**config.mk**
```make
export PLATFORM = sky130hd
export DESIGN_NAME = psp_core
export DESIGN_NICKNAME = d
export VERILOG_FILES = /design/src/core/psp_pkg.sv /design/src/core/psp_core.sv /design/src/core/psp_guard.sv
export SDC_FILE = /design/constraint.sdc
export NUM_CORES = 1
export LEC_CHECK = 0
export BUFFER_PORTS_ARGS = -buffer_cell sky130_fd_sc_hd__buf_2
export CORE_AREA = 2 2 208 210
export CTS_BUF_LIST = sky130_fd_sc_hd__clkbuf_4 sky130_fd_sc_hd__clkbuf_8 sky130_fd_sc_hd__clkbuf_16
export DETAILED_ROUTE_END_ITERATION = 10
export DIE_AREA = 0 0 210 212
export SLEW_MARGIN = 10
export SYNTH_ARGS = -nofsm -noshare
export SYNTH_HDL_FRONTEND = slang
export SYNTH_SLANG_ARGS = --single-unit
```
**constraint.sdc**
```tcl
create_clock -name hclk -period 5.71 [get_ports hclk]
set_input_delay 1.142 -clock hclk [delete_from_list [all_inputs] [get_ports hclk]]
set_output_delay 1.142 -clock hclk [all_outputs]
set_load 0.01 [all_outputs]
```
**src/core/psp_pkg.sv**
```systemverilog
/*
 Package for the processor state and protection block: register map,
 field layouts, reset values and shared types.
 Assumes a 32-bit AHB-Lite register bus and a single 100 MHz clock.
*/
package psp_pkg;
   localparam int ADDR_W = 18;
   localparam int WORD_W = 36;
   localparam int PAGE_W = 9;
   localparam int OFF_W = ADDR_W - PAGE_W;

   // Register byte offsets
   localparam logic [7:0] OFF_CTRL = 8'h00;
   localparam logic [7:0] OFF_PROT = 8'h04;
   localparam logic [7:0] OFF_RELOC = 8'h08;
   localparam logic [7:0] OFF_STATUS = 8'h0C;
   localparam logic [7:0] OFF_MASK = 8'h10;
   localparam logic [7:0] OFF_FLAGS = 8'h14;
   localparam logic [7:0] OFF_PC = 8'h18;
   localparam logic [7:0] OFF_INSTR = 8'h1C;
   localparam logic [7:0] OFF_STEP = 8'h20;
   localparam logic [7:0] OFF_FEXP = 8'h24;
   localparam logic [7:0] OFF_SWADDR = 8'h28;
   localparam logic [7:0] OFF_IND_LO = 8'h2C;
   localparam logic [7:0] OFF_IND_HI = 8'h30;
   localparam logic [7:0] OFF_ARITH_LO = 8'h34;
   localparam logic [7:0] OFF_ARITH_HI = 8'h38;
   localparam logic [7:0] OFF_MQ_LO = 8'h3C;
   localparam logic [7:0] OFF_MQ_HI = 8'h40;

   // Control register fields
   localparam int CTRL_SUPER_BIT = 0;
   localparam int CTRL_PROT_EN_BIT = 1;

   // Status/mask bits
   localparam int EV_VIOL = 0;
   localparam int EV_TRAP = 1;
   localparam int EV_CARRY = 2;
   localparam int EV_OVF = 3;
   localparam int EV_W = 4;

   // Flag register fields
   localparam int FL_CRY0 = 0;
   localparam int FL_CRY1 = 1;
   localparam int FL_OV = 2;
   localparam int FL_JUMP = 3;

   localparam logic [1:0] HTRANS_NONSEQ = 2'b10;
   localparam logic [PAGE_W-1:0] PAGE_RESET = 9'h000;
   localparam logic [WORD_W-1:0] WORD_RESET = 36'h0_0000_0000;

   // Operations issued by the sequencer
   typedef enum logic [2:0] {
      PSP_OP_NONE  = 3'b000,
      PSP_OP_ADD   = 3'b001,
      PSP_OP_SUB   = 3'b011,
      PSP_OP_AND   = 3'b010,
      PSP_OP_SHIFT = 3'b110,
      PSP_OP_LOADQ = 3'b111
   } psp_op_e;

   // Memory request from processor to bus
   typedef struct packed {
      logic valid;
      logic write;
      logic [ADDR_W-1:0] addr;
      logic [WORD_W-1:0] data;
   } psp_mreq_s;

   // Instruction fields
   typedef struct packed {
      logic [8:0] opcode;
      logic [3:0] acc;
      logic indirect;
      logic [3:0] index;
   } psp_instr_s;
endpackage

```
**src/core/psp_core.sv**
```systemverilog
/*
 Processor state and protection core: datapath registers, arithmetic
 flags, supervisor mode, guarded memory requests and an AHB-Lite slave.
 Assumes one memory module that accepts a request when mem_ready is high,
 and an instruction sequencer driving the step inputs on this clock.
 Assumes a bus master that copes with zero wait states, and a sequencer
 that never requests while a request is held, since that one is dropped.
*/
// The AHB-Lite slave port and the address map were decided locally.
// How it works
// - A 9-bit protection register holds complemented legal upper address bits.
// - In protection mode, a nonzero upper-bits AND mask flags error, blocks cycle.
// - In user mode, upper nine address bits sent out are relocation OR original bits.
// - Carry out of bit 0 sets the carry-zero flag.
// - Carry out of bit 1 sets the carry-one flag.
// - Result sign inconsistent with operand signs sets overflow flag.
// - Jump or skip moving the counter anywhere other than up by one sets jump flag.
// - Supervisor mode reaches all memory, no protection or relocation.
// - User mode confines references to protected, relocated area.
// - In user mode, illegal reference, I/O or halt sets supervisor mode.
// - Indicator register loads data whenever a read's unrelocated address equals the switch address.
// - End of instruction writes arithmetic and/or quotient registers to memory.
// - A 36-bit quotient register extends the arithmetic register to 72 bits.
// - A 9-bit step counter holds repeat counts of iterated steps.
// - An 18-bit instruction register holds opcode, accumulator, indirect, index.
// - The 36-bit memory buffer receives memory read data and supplies the addend.
// - A 9-bit floating exponent register keeps intermediate exponents.
// - An 18-bit program counter addresses the next instruction.
`timescale 1ns/1ps
`default_nettype none
module psp_core
   import psp_pkg::*;
(
   input wire logic hclk,
   input wire logic hresetn,
   // AHB-Lite slave
   input wire logic hsel,
   input wire logic [31:0] haddr,
   input wire logic [1:0] htrans,
   input wire logic hwrite,
   input wire logic [2:0] hsize,
   input wire logic [31:0] hwdata,
   input wire logic hready,
   output logic [31:0] hrdata,
   output logic hreadyout,
   output logic hresp,
   output logic irq,
   // Sequencer steps
   input wire logic mem_req,
   input wire logic mem_write,
   input wire logic [ADDR_W-1:0] mem_addr,
   input wire logic mem_ack,
   input wire logic [WORD_W-1:0] mem_rdata,
   input wire logic load_instr,
   input wire psp_op_e op,
   input wire logic step_load,
   input wire logic [8:0] step_value,
   input wire logic fexp_load,
   input wire logic [8:0] fexp_value,
   input wire logic pc_step,
   input wire logic [ADDR_W-1:0] pc_target,
   input wire logic pc_skip,
   input wire logic pc_jump,
   input wire logic io_attempt,
   input wire logic halt_attempt,
   input wire logic end_instr,
   input wire logic store_arith,
   input wire logic store_mq,
   // Memory bus
   input wire logic mem_ready,
   output psp_mreq_s mreq,
   output logic mem_error
);
   logic [31:0] ctrl;
   logic [PAGE_W-1:0] protection_mask_reg;
   logic [PAGE_W-1:0] relocation_reg;
   // Sticky event bits and their interrupt enables
   logic [EV_W-1:0] status;
   logic [EV_W-1:0] mask;
   // Console address watched by the indicator register
   logic [ADDR_W-1:0] sw_addr;

   // Datapath registers
   logic [WORD_W-1:0] mem_buffer_reg;
   logic [WORD_W-1:0] arith_reg;
   logic [WORD_W-1:0] mult_quot_reg;
   logic [WORD_W-1:0] mem_indicator_reg;
   logic [ADDR_W-1:0] program_counter;
   // Logical address of the last issued request, before relocation
   logic [ADDR_W-1:0] mem_addr_reg;
   psp_instr_s instr_reg;
   logic [8:0] step_counter;
   logic [8:0] float_exponent_reg;

   // Processor flags and mode
   logic carry_zero_flag;
   logic carry_one_flag;
   logic overflow_flag;
   logic counter_jump_flag;
   logic supervisor_flipflop;
   // Quotient word still owed by a double writeback
   logic wb_pend;

   // Bus data phase
   logic d_wr;
   logic d_rd;
   logic [7:0] d_addr;

   // Upper four bits of a 36-bit word, right aligned for the bus
   function automatic logic [31:0] hi_word(input logic [WORD_W-1:0] w);
      hi_word = {28'h000_0000, w[WORD_W-1:32]};
   endfunction

   // Address phase qualifier; register writes decode the data phase
   wire logic a_valid = hsel & hready & (htrans == HTRANS_NONSEQ);
   wire logic wr_ctrl = d_wr & (d_addr == OFF_CTRL);
   wire logic wr_prot = d_wr & (d_addr == OFF_PROT);
   wire logic wr_reloc = d_wr & (d_addr == OFF_RELOC);
   wire logic wr_status = d_wr & (d_addr == OFF_STATUS);
   wire logic wr_mask = d_wr & (d_addr == OFF_MASK);
   wire logic wr_swaddr = d_wr & (d_addr == OFF_SWADDR);
   // Relocation follows user mode even when protection is off
   wire logic prot_en = ctrl[CTRL_PROT_EN_BIT];
   wire logic user_mode = ~supervisor_flipflop;

   // Guard
   logic violation;
   logic [ADDR_W-1:0] phys_addr;
   psp_guard psp_guard_i (
      .addr_in(mem_addr),
      .prot_mask(protection_mask_reg),
      .reloc(relocation_reg),
      .user_mode(user_mode),
      .prot_en(prot_en),
      .violation(violation),
      .addr_out(phys_addr)
   );

   // Arithmetic: bit 0 is the sign (MSB), bit 35 the least significant
   wire logic sub_op = (op == PSP_OP_SUB);
   wire logic [WORD_W-1:0] addend = sub_op ? ~mem_buffer_reg : mem_buffer_reg;
   wire logic [WORD_W-1:0] low_a = {2'b00, arith_reg[WORD_W-3:0]};
   wire logic [WORD_W-1:0] low_b = {2'b00, addend[WORD_W-3:0]};
   wire logic [WORD_W-1:0] low_sum = low_a + low_b + {35'h0_0000_0000, sub_op};
   wire logic c_into1 = low_sum[WORD_W-2];
   wire logic b1 = arith_reg[WORD_W-2] ^ addend[WORD_W-2] ^ c_into1;
   wire logic c_out1 = (arith_reg[WORD_W-2] & addend[WORD_W-2])
      | (c_into1 & (arith_reg[WORD_W-2] ^ addend[WORD_W-2]));
   wire logic b0 = arith_reg[WORD_W-1] ^ addend[WORD_W-1] ^ c_out1;
   wire logic c_out0 = (arith_reg[WORD_W-1] & addend[WORD_W-1])
      | (c_out1 & (arith_reg[WORD_W-1] ^ addend[WORD_W-1]));
   wire logic [WORD_W-1:0] sum = {b0, b1, low_sum[WORD_W-3:0]};
   wire logic is_arith = (op == PSP_OP_ADD) | sub_op;
   wire logic set_cry0 = is_arith & c_out0;
   wire logic set_cry1 = is_arith & c_out1;
   wire logic set_ov = is_arith & (c_out0 ^ c_out1);

   logic [WORD_W-1:0] next_arith;
   logic [WORD_W-1:0] next_mq;
   always_comb begin
      next_arith = arith_reg;
      next_mq = mult_quot_reg;
      case (op)
         PSP_OP_ADD, PSP_OP_SUB: next_arith = sum;
         PSP_OP_AND: next_arith = arith_reg & mem_buffer_reg;
         // Double-length shift across arithmetic and quotient registers
         PSP_OP_SHIFT: {next_arith, next_mq} = {arith_reg, mult_quot_reg} << 1;
         PSP_OP_LOADQ: next_mq = mem_buffer_reg;
         default: next_arith = arith_reg;
      endcase
   end

   // Memory request: no request when the guard trips
   wire logic issue = mem_req & ~violation;
   wire logic user_trap = user_mode & ((mem_req & violation) | io_attempt
      | halt_attempt);
   wire logic wb_issue = end_instr & (store_arith | store_mq);
   // A jump that lands on pc+1 is not a change
   wire logic [ADDR_W-1:0] next_pc = pc_jump ? pc_target
      : program_counter + (pc_skip ? 18'h0_0002 : 18'h0_0001);
   wire logic big_step = pc_step & (pc_jump ? (pc_target != program_counter + 18'h0_0001)
      : pc_skip);
   wire logic [EV_W-1:0] events = {set_ov, set_cry0 | set_cry1, user_trap,
      mem_req & violation};
   wire logic rd_ind_hi = (d_addr == OFF_IND_HI);

   // Address phase kept for the data phase that follows
   always_ff @(posedge hclk or negedge hresetn) begin
      if (!hresetn) begin
         d_wr <= 1'b0;
         d_rd <= 1'b0;
         d_addr <= 8'h00;
      end else begin
         d_wr <= a_valid & hwrite;
         d_rd <= a_valid & ~hwrite;
         d_addr <= haddr[7:0];
      end
   end

   always_ff @(posedge hclk or negedge hresetn) begin
      if (!hresetn) begin
         ctrl <= 32'h0000_0001;
         protection_mask_reg <= PAGE_RESET;
         relocation_reg <= PAGE_RESET;
         mask <= 4'h0;
         sw_addr <= 18'h0_0000;
      end else begin
         if (wr_ctrl) ctrl <= {30'h0000_0000, hwdata[1:0]};
         if (wr_prot) protection_mask_reg <= hwdata[PAGE_W-1:0];
         if (wr_reloc) relocation_reg <= hwdata[PAGE_W-1:0];
         if (wr_mask) mask <= hwdata[EV_W-1:0];
         if (wr_swaddr) sw_addr <= hwdata[ADDR_W-1:0];
      end
   end

   // Set wins over write-one-to-clear
   always_ff @(posedge hclk or negedge hresetn) begin
      if (!hresetn) status <= 4'h0;
      else status <= (status & ~(wr_status ? hwdata[EV_W-1:0] : 4'h0)) | events;
   end

   // Out of reset in supervisor mode; a trap beats a software write
   always_ff @(posedge hclk or negedge hresetn) begin
      if (!hresetn) supervisor_flipflop <= 1'b1;
      else if (user_trap) supervisor_flipflop <= 1'b1;
      else if (wr_ctrl) supervisor_flipflop <= hwdata[CTRL_SUPER_BIT];
   end

   // Flags are sticky; only reset clears them
   always_ff @(posedge hclk or negedge hresetn) begin
      if (!hresetn) begin
         carry_zero_flag <= 1'b0;
         carry_one_flag <= 1'b0;
         overflow_flag <= 1'b0;
         counter_jump_flag <= 1'b0;
      end else begin
         if (set_cry0) carry_zero_flag <= 1'b1;
         if (set_cry1) carry_one_flag <= 1'b1;
         if (set_ov) overflow_flag <= 1'b1;
         if (big_step) counter_jump_flag <= 1'b1;
      end
   end

   // Arithmetic and quotient follow the op on every edge
   always_ff @(posedge hclk or negedge hresetn) begin
      if (!hresetn) begin
         arith_reg <= WORD_RESET;
         mult_quot_reg <= WORD_RESET;
         mem_buffer_reg <= WORD_RESET;
      end else begin
         arith_reg <= next_arith;
         mult_quot_reg <= next_mq;
         if (mem_ack) mem_buffer_reg <= mem_rdata;
      end
   end

   // Step counter runs down while an iterated op is active
   always_ff @(posedge hclk or negedge hresetn) begin
      if (!hresetn) begin
         program_counter <= 18'h0_0000;
         instr_reg <= '0;
         step_counter <= 9'h000;
         float_exponent_reg <= 9'h000;
         mem_indicator_reg <= WORD_RESET;
      end else begin
         if (pc_step) program_counter <= next_pc;
         if (load_instr) instr_reg <= mem_buffer_reg[WORD_W-1:ADDR_W];
         if (step_load) step_counter <= step_value;
         else if (step_counter != 9'h000 && op != PSP_OP_NONE)
            step_counter <= step_counter - 9'h001;
         if (fexp_load) float_exponent_reg <= fexp_value;
         if (mem_ack && mem_addr_reg == sw_addr) mem_indicator_reg <= mem_rdata;
      end
   end

   // Memory request register; writeback takes arithmetic then quotient
   always_ff @(posedge hclk or negedge hresetn) begin
      if (!hresetn) begin
         mreq <= '0;
         mem_addr_reg <= 18'h0_0000;
         mem_error <= 1'b0;
         wb_pend <= 1'b0;
      end else begin
         mem_error <= mem_req & violation;
         if (mreq.valid && !mem_ready) begin
            mreq <= mreq; // Hold until the module accepts
         end else if (issue) begin
            mreq.valid <= 1'b1;
            mreq.write <= mem_write;
            mreq.addr <= phys_addr;
            mreq.data <= arith_reg;
            mem_addr_reg <= mem_addr;
         end else if (wb_issue || wb_pend) begin
            mreq.valid <= 1'b1;
            mreq.write <= 1'b1;
            // Accumulators sit in the low page, so only relocation applies
            mreq.addr <= {(user_mode ? relocation_reg : PAGE_RESET), 5'h00,
               instr_reg.acc};
            mreq.data <= (wb_issue && store_arith) ? arith_reg
               : mult_quot_reg;
            wb_pend <= wb_issue & store_arith & store_mq;
         end else begin
            mreq.valid <= 1'b0;
         end
      end
   end

   // Level output; software clears by writing ones to status
   assign irq = |(status & mask);
   assign hreadyout = 1'b1;
   assign hresp = 1'b0;

   // Read mux; unmapped offsets read as zero
   always_comb begin
      hrdata = 32'h0000_0000;
      if (d_rd) begin
         case (d_addr)
            OFF_CTRL: hrdata = {30'h0000_0000, prot_en, supervisor_flipflop};
            OFF_PROT: hrdata = {23'h00_0000, protection_mask_reg};
            OFF_RELOC: hrdata = {23'h00_0000, relocation_reg};
            OFF_STATUS: hrdata = {28'h000_0000, status};
            OFF_MASK: hrdata = {28'h000_0000, mask};
            OFF_FLAGS: hrdata = {28'h000_0000, counter_jump_flag, overflow_flag,
               carry_one_flag, carry_zero_flag};
            OFF_PC: hrdata = {14'h0000, program_counter};
            OFF_INSTR: hrdata = {14'h0000, instr_reg};
            OFF_STEP: hrdata = {23'h00_0000, step_counter};
            OFF_FEXP: hrdata = {23'h00_0000, float_exponent_reg};
            OFF_SWADDR: hrdata = {14'h0000, sw_addr};
            OFF_IND_LO: hrdata = mem_indicator_reg[31:0];
            OFF_ARITH_LO: hrdata = arith_reg[31:0];
            OFF_ARITH_HI: hrdata = hi_word(arith_reg);
            OFF_MQ_LO: hrdata = mult_quot_reg[31:0];
            OFF_MQ_HI: hrdata = hi_word(mult_quot_reg);
            default: hrdata = rd_ind_hi ? hi_word(mem_indicator_reg) : 32'h0000_0000;
         endcase
      end
   end
endmodule
`default_nettype wire

```
**src/core/psp_guard.sv**
```systemverilog
/*
 Address guard: protection check and relocation of the upper page bits.
 Assumes the caller qualifies the request; mode selection is applied here from user_mode.
*/
`timescale 1ns/1ps
`default_nettype none
module psp_guard
   import psp_pkg::*;
(
   input wire logic [ADDR_W-1:0] addr_in,
   input wire logic [PAGE_W-1:0] prot_mask,
   input wire logic [PAGE_W-1:0] reloc,
   input wire logic user_mode,
   input wire logic prot_en,
   output logic violation,
   output logic [ADDR_W-1:0] addr_out
);
   wire logic [PAGE_W-1:0] page = addr_in[ADDR_W-1:OFF_W];
   wire logic [PAGE_W-1:0] hit = page & prot_mask;
   // Check uses the unrelocated page so relocation cannot hide a fault
   assign violation = user_mode & prot_en & (|hit);
   assign addr_out = user_mode ?
      {page | reloc, addr_in[OFF_W-1:0]} : addr_in;
endmodule
`default_nettype wire

```
==> flow_metrics.env <==
export IMPL_status="completed"
export IMPL_finalHoldViolCount=0
export IMPL_rsz0062_at_grt="no"
export IMPL_reg2reg_depth=16
export IMPL_ios=274
export IMPL_ys_flop_type="dfrtp_1"
export IMPL_grt_util_met3_pct=4.36
export IMPL_max_cap_violations=0
export IMPL_p_leak_nw=9.88
export IMPL_largest_register_ffs=56
export IMPL_post_cts_buffers=0
export IMPL_hold_depth=2
export IMPL_grt_use_total_pct=28.7
export IMPL_use_met1_pct=39.8
export IMPL_clock_latency_ps=560
export IMPL_ir_drop_v=0.000195
export IMPL_hold_buffers=0
export IMPL_die_area_um2=44500
export IMPL_dpl_cell_area_um2=20600
export IMPL_critPathSlowestCell="o41ai_1"
export IMPL_endpoint_kind="flip-flop"
export IMPL_grt_max_degree=116
export IMPL_crit_path_cell_trace="buf_2 > nand3b_4 > buf_4 > xnor2_1 > ha_1 > a21oi_1 > o21ai_0 > or2_2 > o21a_1 > nand3_1 > o211ai_1 > o41ai_1 > o21ai_0 > fa_1 > fa_1 > xor2_1 > nand2_1 > nand2b_1"
export IMPL_placedCellCount=2676
export IMPL_portBuffers=230
export IMPL_core_um2=42500
export IMPL_gr_total_overflow=0
export IMPL_ys_warn_count=0
export IMPL_synthCells=1977
export IMPL_grt_pass1_vias=16100
export IMPL_synth_commonest_cells="333 x dfrtp_1, 314 x nand2_1, 188 x o21ai_0, 135 x mux2_2, 131 x a21oi_1"
export IMPL_antenna_left=0
export IMPL_syn_cell_area_um2=18900
export IMPL_finalWirelength_um=63500
export IMPL_nFillCells=4020
export IMPL_use_met2_pct=46.8
export IMPL_fin_nets=2394
export IMPL_numCtsBuffers=38
export IMPL_cts_resized=0
export IMPL_tightest_slew_ps=1110
export IMPL_powerDensity_nw_per_um2=397
export IMPL_num_rows=76
export IMPL_syn_nets=2201
export IMPL_cp_depth=18
export IMPL_first_iter_violations=1539
export IMPL_max_freq_mhz=186
export IMPL_relSlewSlack_pct=26.1
export IMPL_skew_ps=9.99
export IMPL_ys_types=80
export IMPL_power_mw=8.72
export IMPL_dr_pass1_iters=5
export IMPL_crit_buf_inv=2
export IMPL_critPathKind="in -> reg"
export IMPL_slowest_delay_ps=610
export IMPL_gp_congestion=0.924
export IMPL_synth_top_cell_area_share_pct=44.1
export IMPL_crit_family="compound AO/OA/AOI/OAI gates"
export IMPL_htree_levels=2
export IMPL_die_width_um=210
export IMPL_vias=16300
export IMPL_utilization_pct=51.7
export IMPL_slew_viol_final=0
export IMPL_ys_seq_area_share_pct=44.3
export IMPL_timing_final_crit_share_pct=94.0
export IMPL_antenna_found_initial=0
export IMPL_syn_to_final_growth_pct=16.3
export IMPL_layout_drive_gt1_share_pct=22.7
export IMPL_required_ps=6160
export IMPL_clkSinkCount=334
export IMPL_diodes=0
export IMPL_die_y_um=212
export IMPL_stdcell_area_um2=22000
export IMPL_crit_path_start_kind="input port"
export IMPL_cts_tree="built"
export IMPL_via_per_inst=5.94
export IMPL_syn_avg_cell_area_um2=9.55
export IMPL_finalCriticalPeriod_ps=5370
export IMPL_finalSetupViolations=0
export IMPL_cts_clk_slew_worst_paths_ps=60
export IMPL_synth_top_area_cell="dfrtp_1"
export IMPL_place_hpwl_um=46200
export IMPL_hp_class="reg -> reg"
export IMPL_critical_path_peak_fanout=21
export IMPL_drc=0
export IMPL_top_register="mreq"
export IMPL_wl_per_cell_um=23.1
export IMPL_cp_data_arrival_time_ps=5810
export IMPL_stdcell_count=2743
export IMPL_cts_root_buf="clkbuf_16"
export IMPL_clockBufferDepth=3
export IMPL_ys_ff_latch=334
export IMPL_start_util_pct=44.4
export IMPL_busiest_layer="met2"
export IMPL_synth_most_common_cell="dfrtp_1"
export IMPL_grt_pass1_wl_um=98000
export IMPL_async_flop_share_pct=100
export IMPL_synth_edf_count=0
export IMPL_yosys_top_cells_area="dfrtp_1 44%, mux2_2 8.0%, nand2_1 6.2%"
==> per-layer routing <==
| metal | wire, um | part of all wire [%] |
|---|---|---|
| met5 | 0 | 0 |
| met1 | 28300 | 45 |
| met2 | 29800 | 47 |
| met3 | 3660 | 5.8 |
| met4 | 1680 | 2.6 |
==> tightest hold or removal path, cell delays in order (launching register included) <==
cell and delay, ps:
dfrtp_1 340, nand2_1 50, nand2_1 50
==> per-stage QoR <==
stage	hold WS, ps	TNS, ps	worst slack, ps
final	473	0	341
after global routing	495	0	153
after CTS	473	0	473
after detailed placement	448	-184	-98.1
after global placement	457	-1.47	-1.47
after floorplan	423	0	254
==> where the power goes <==
part           internal (mW)  leakage, nW  switching (mW)
clock                   1.59        0.667            1.02
combinational           1.19         5.16            1.51
sequential              2.79         4.05           0.611
total                   5.57         9.88            3.14
==> path summary, 6_finish.rpt <==
check,start,end,slack (ps)
worst max-delay path,op[2],overflow_flag,340
worst min-delay path,mreq[40],mreq[40],470
worst max register to register,arith_reg[0],overflow_flag,990
worst min register to register,mreq[40],mreq[40],470
max in group asynchronous,hresetn,mreq[37],3690
min in group asynchronous,hresetn,mreq[24],640
==> final cells by class <==
cell class,count,area [um2],area share [%]
multi-input cells,1497,10000,45.5
repair buffers,272,1490,6.78
clock inverters,7,114,0.519
inverters,27,101,0.462
flip-flops and latches,334,8360,38.1
clock buffers,60,1210,5.50
well taps,546,683,3.11
==> logic make-up (layout without fill, tap and decap cells) <==
kind of cell,Yosys count,after routing,share of synthesized area (%)
mux,231,231,13.3
simple gates,566,566,13.1
flops,334,334,44.3
compound gates,543,543,18.1
xor+xnor,113,113,5.24
buf+inv,146,366,3.05
fa+ha+maj,42,42,2.94
other cells,2,2,0.0398
==> placed cells by master, fill, tap and decap left out, types with 8 or more instances in the layout <==
cell type	Yosys	routed
mux2i_1	94	94
xor2_1	38	38
nor2_1	113	108
nor3_1	18	18
mux2_2	135	135
dfrtp_1	333	333
a22o_1	14	14
buf_4	4	41
a32oi_1	12	12
ha_1	38	38
xnor2_1	75	75
a22oi_1	29	29
a221oi_1	18	18
o21ai_0	188	188
o22ai_1	28	28
a21oi_1	131	130
o21a_1	9	9
nor4_1	9	8
inv_1	26	26
a211oi_1	9	9
buf_2	4	229
a31oi_1	13	13
nor2b_1	20	19
nand4_1	11	11
a21o_1	20	20
nand2_1	314	313
clkbuf_16	0	39
a222oi_1	22	22
clkbuf_8	0	12
clkbuf_4	0	9
nand3_1	34	34
No activity file was read; power rests on OpenSTA's default activity.
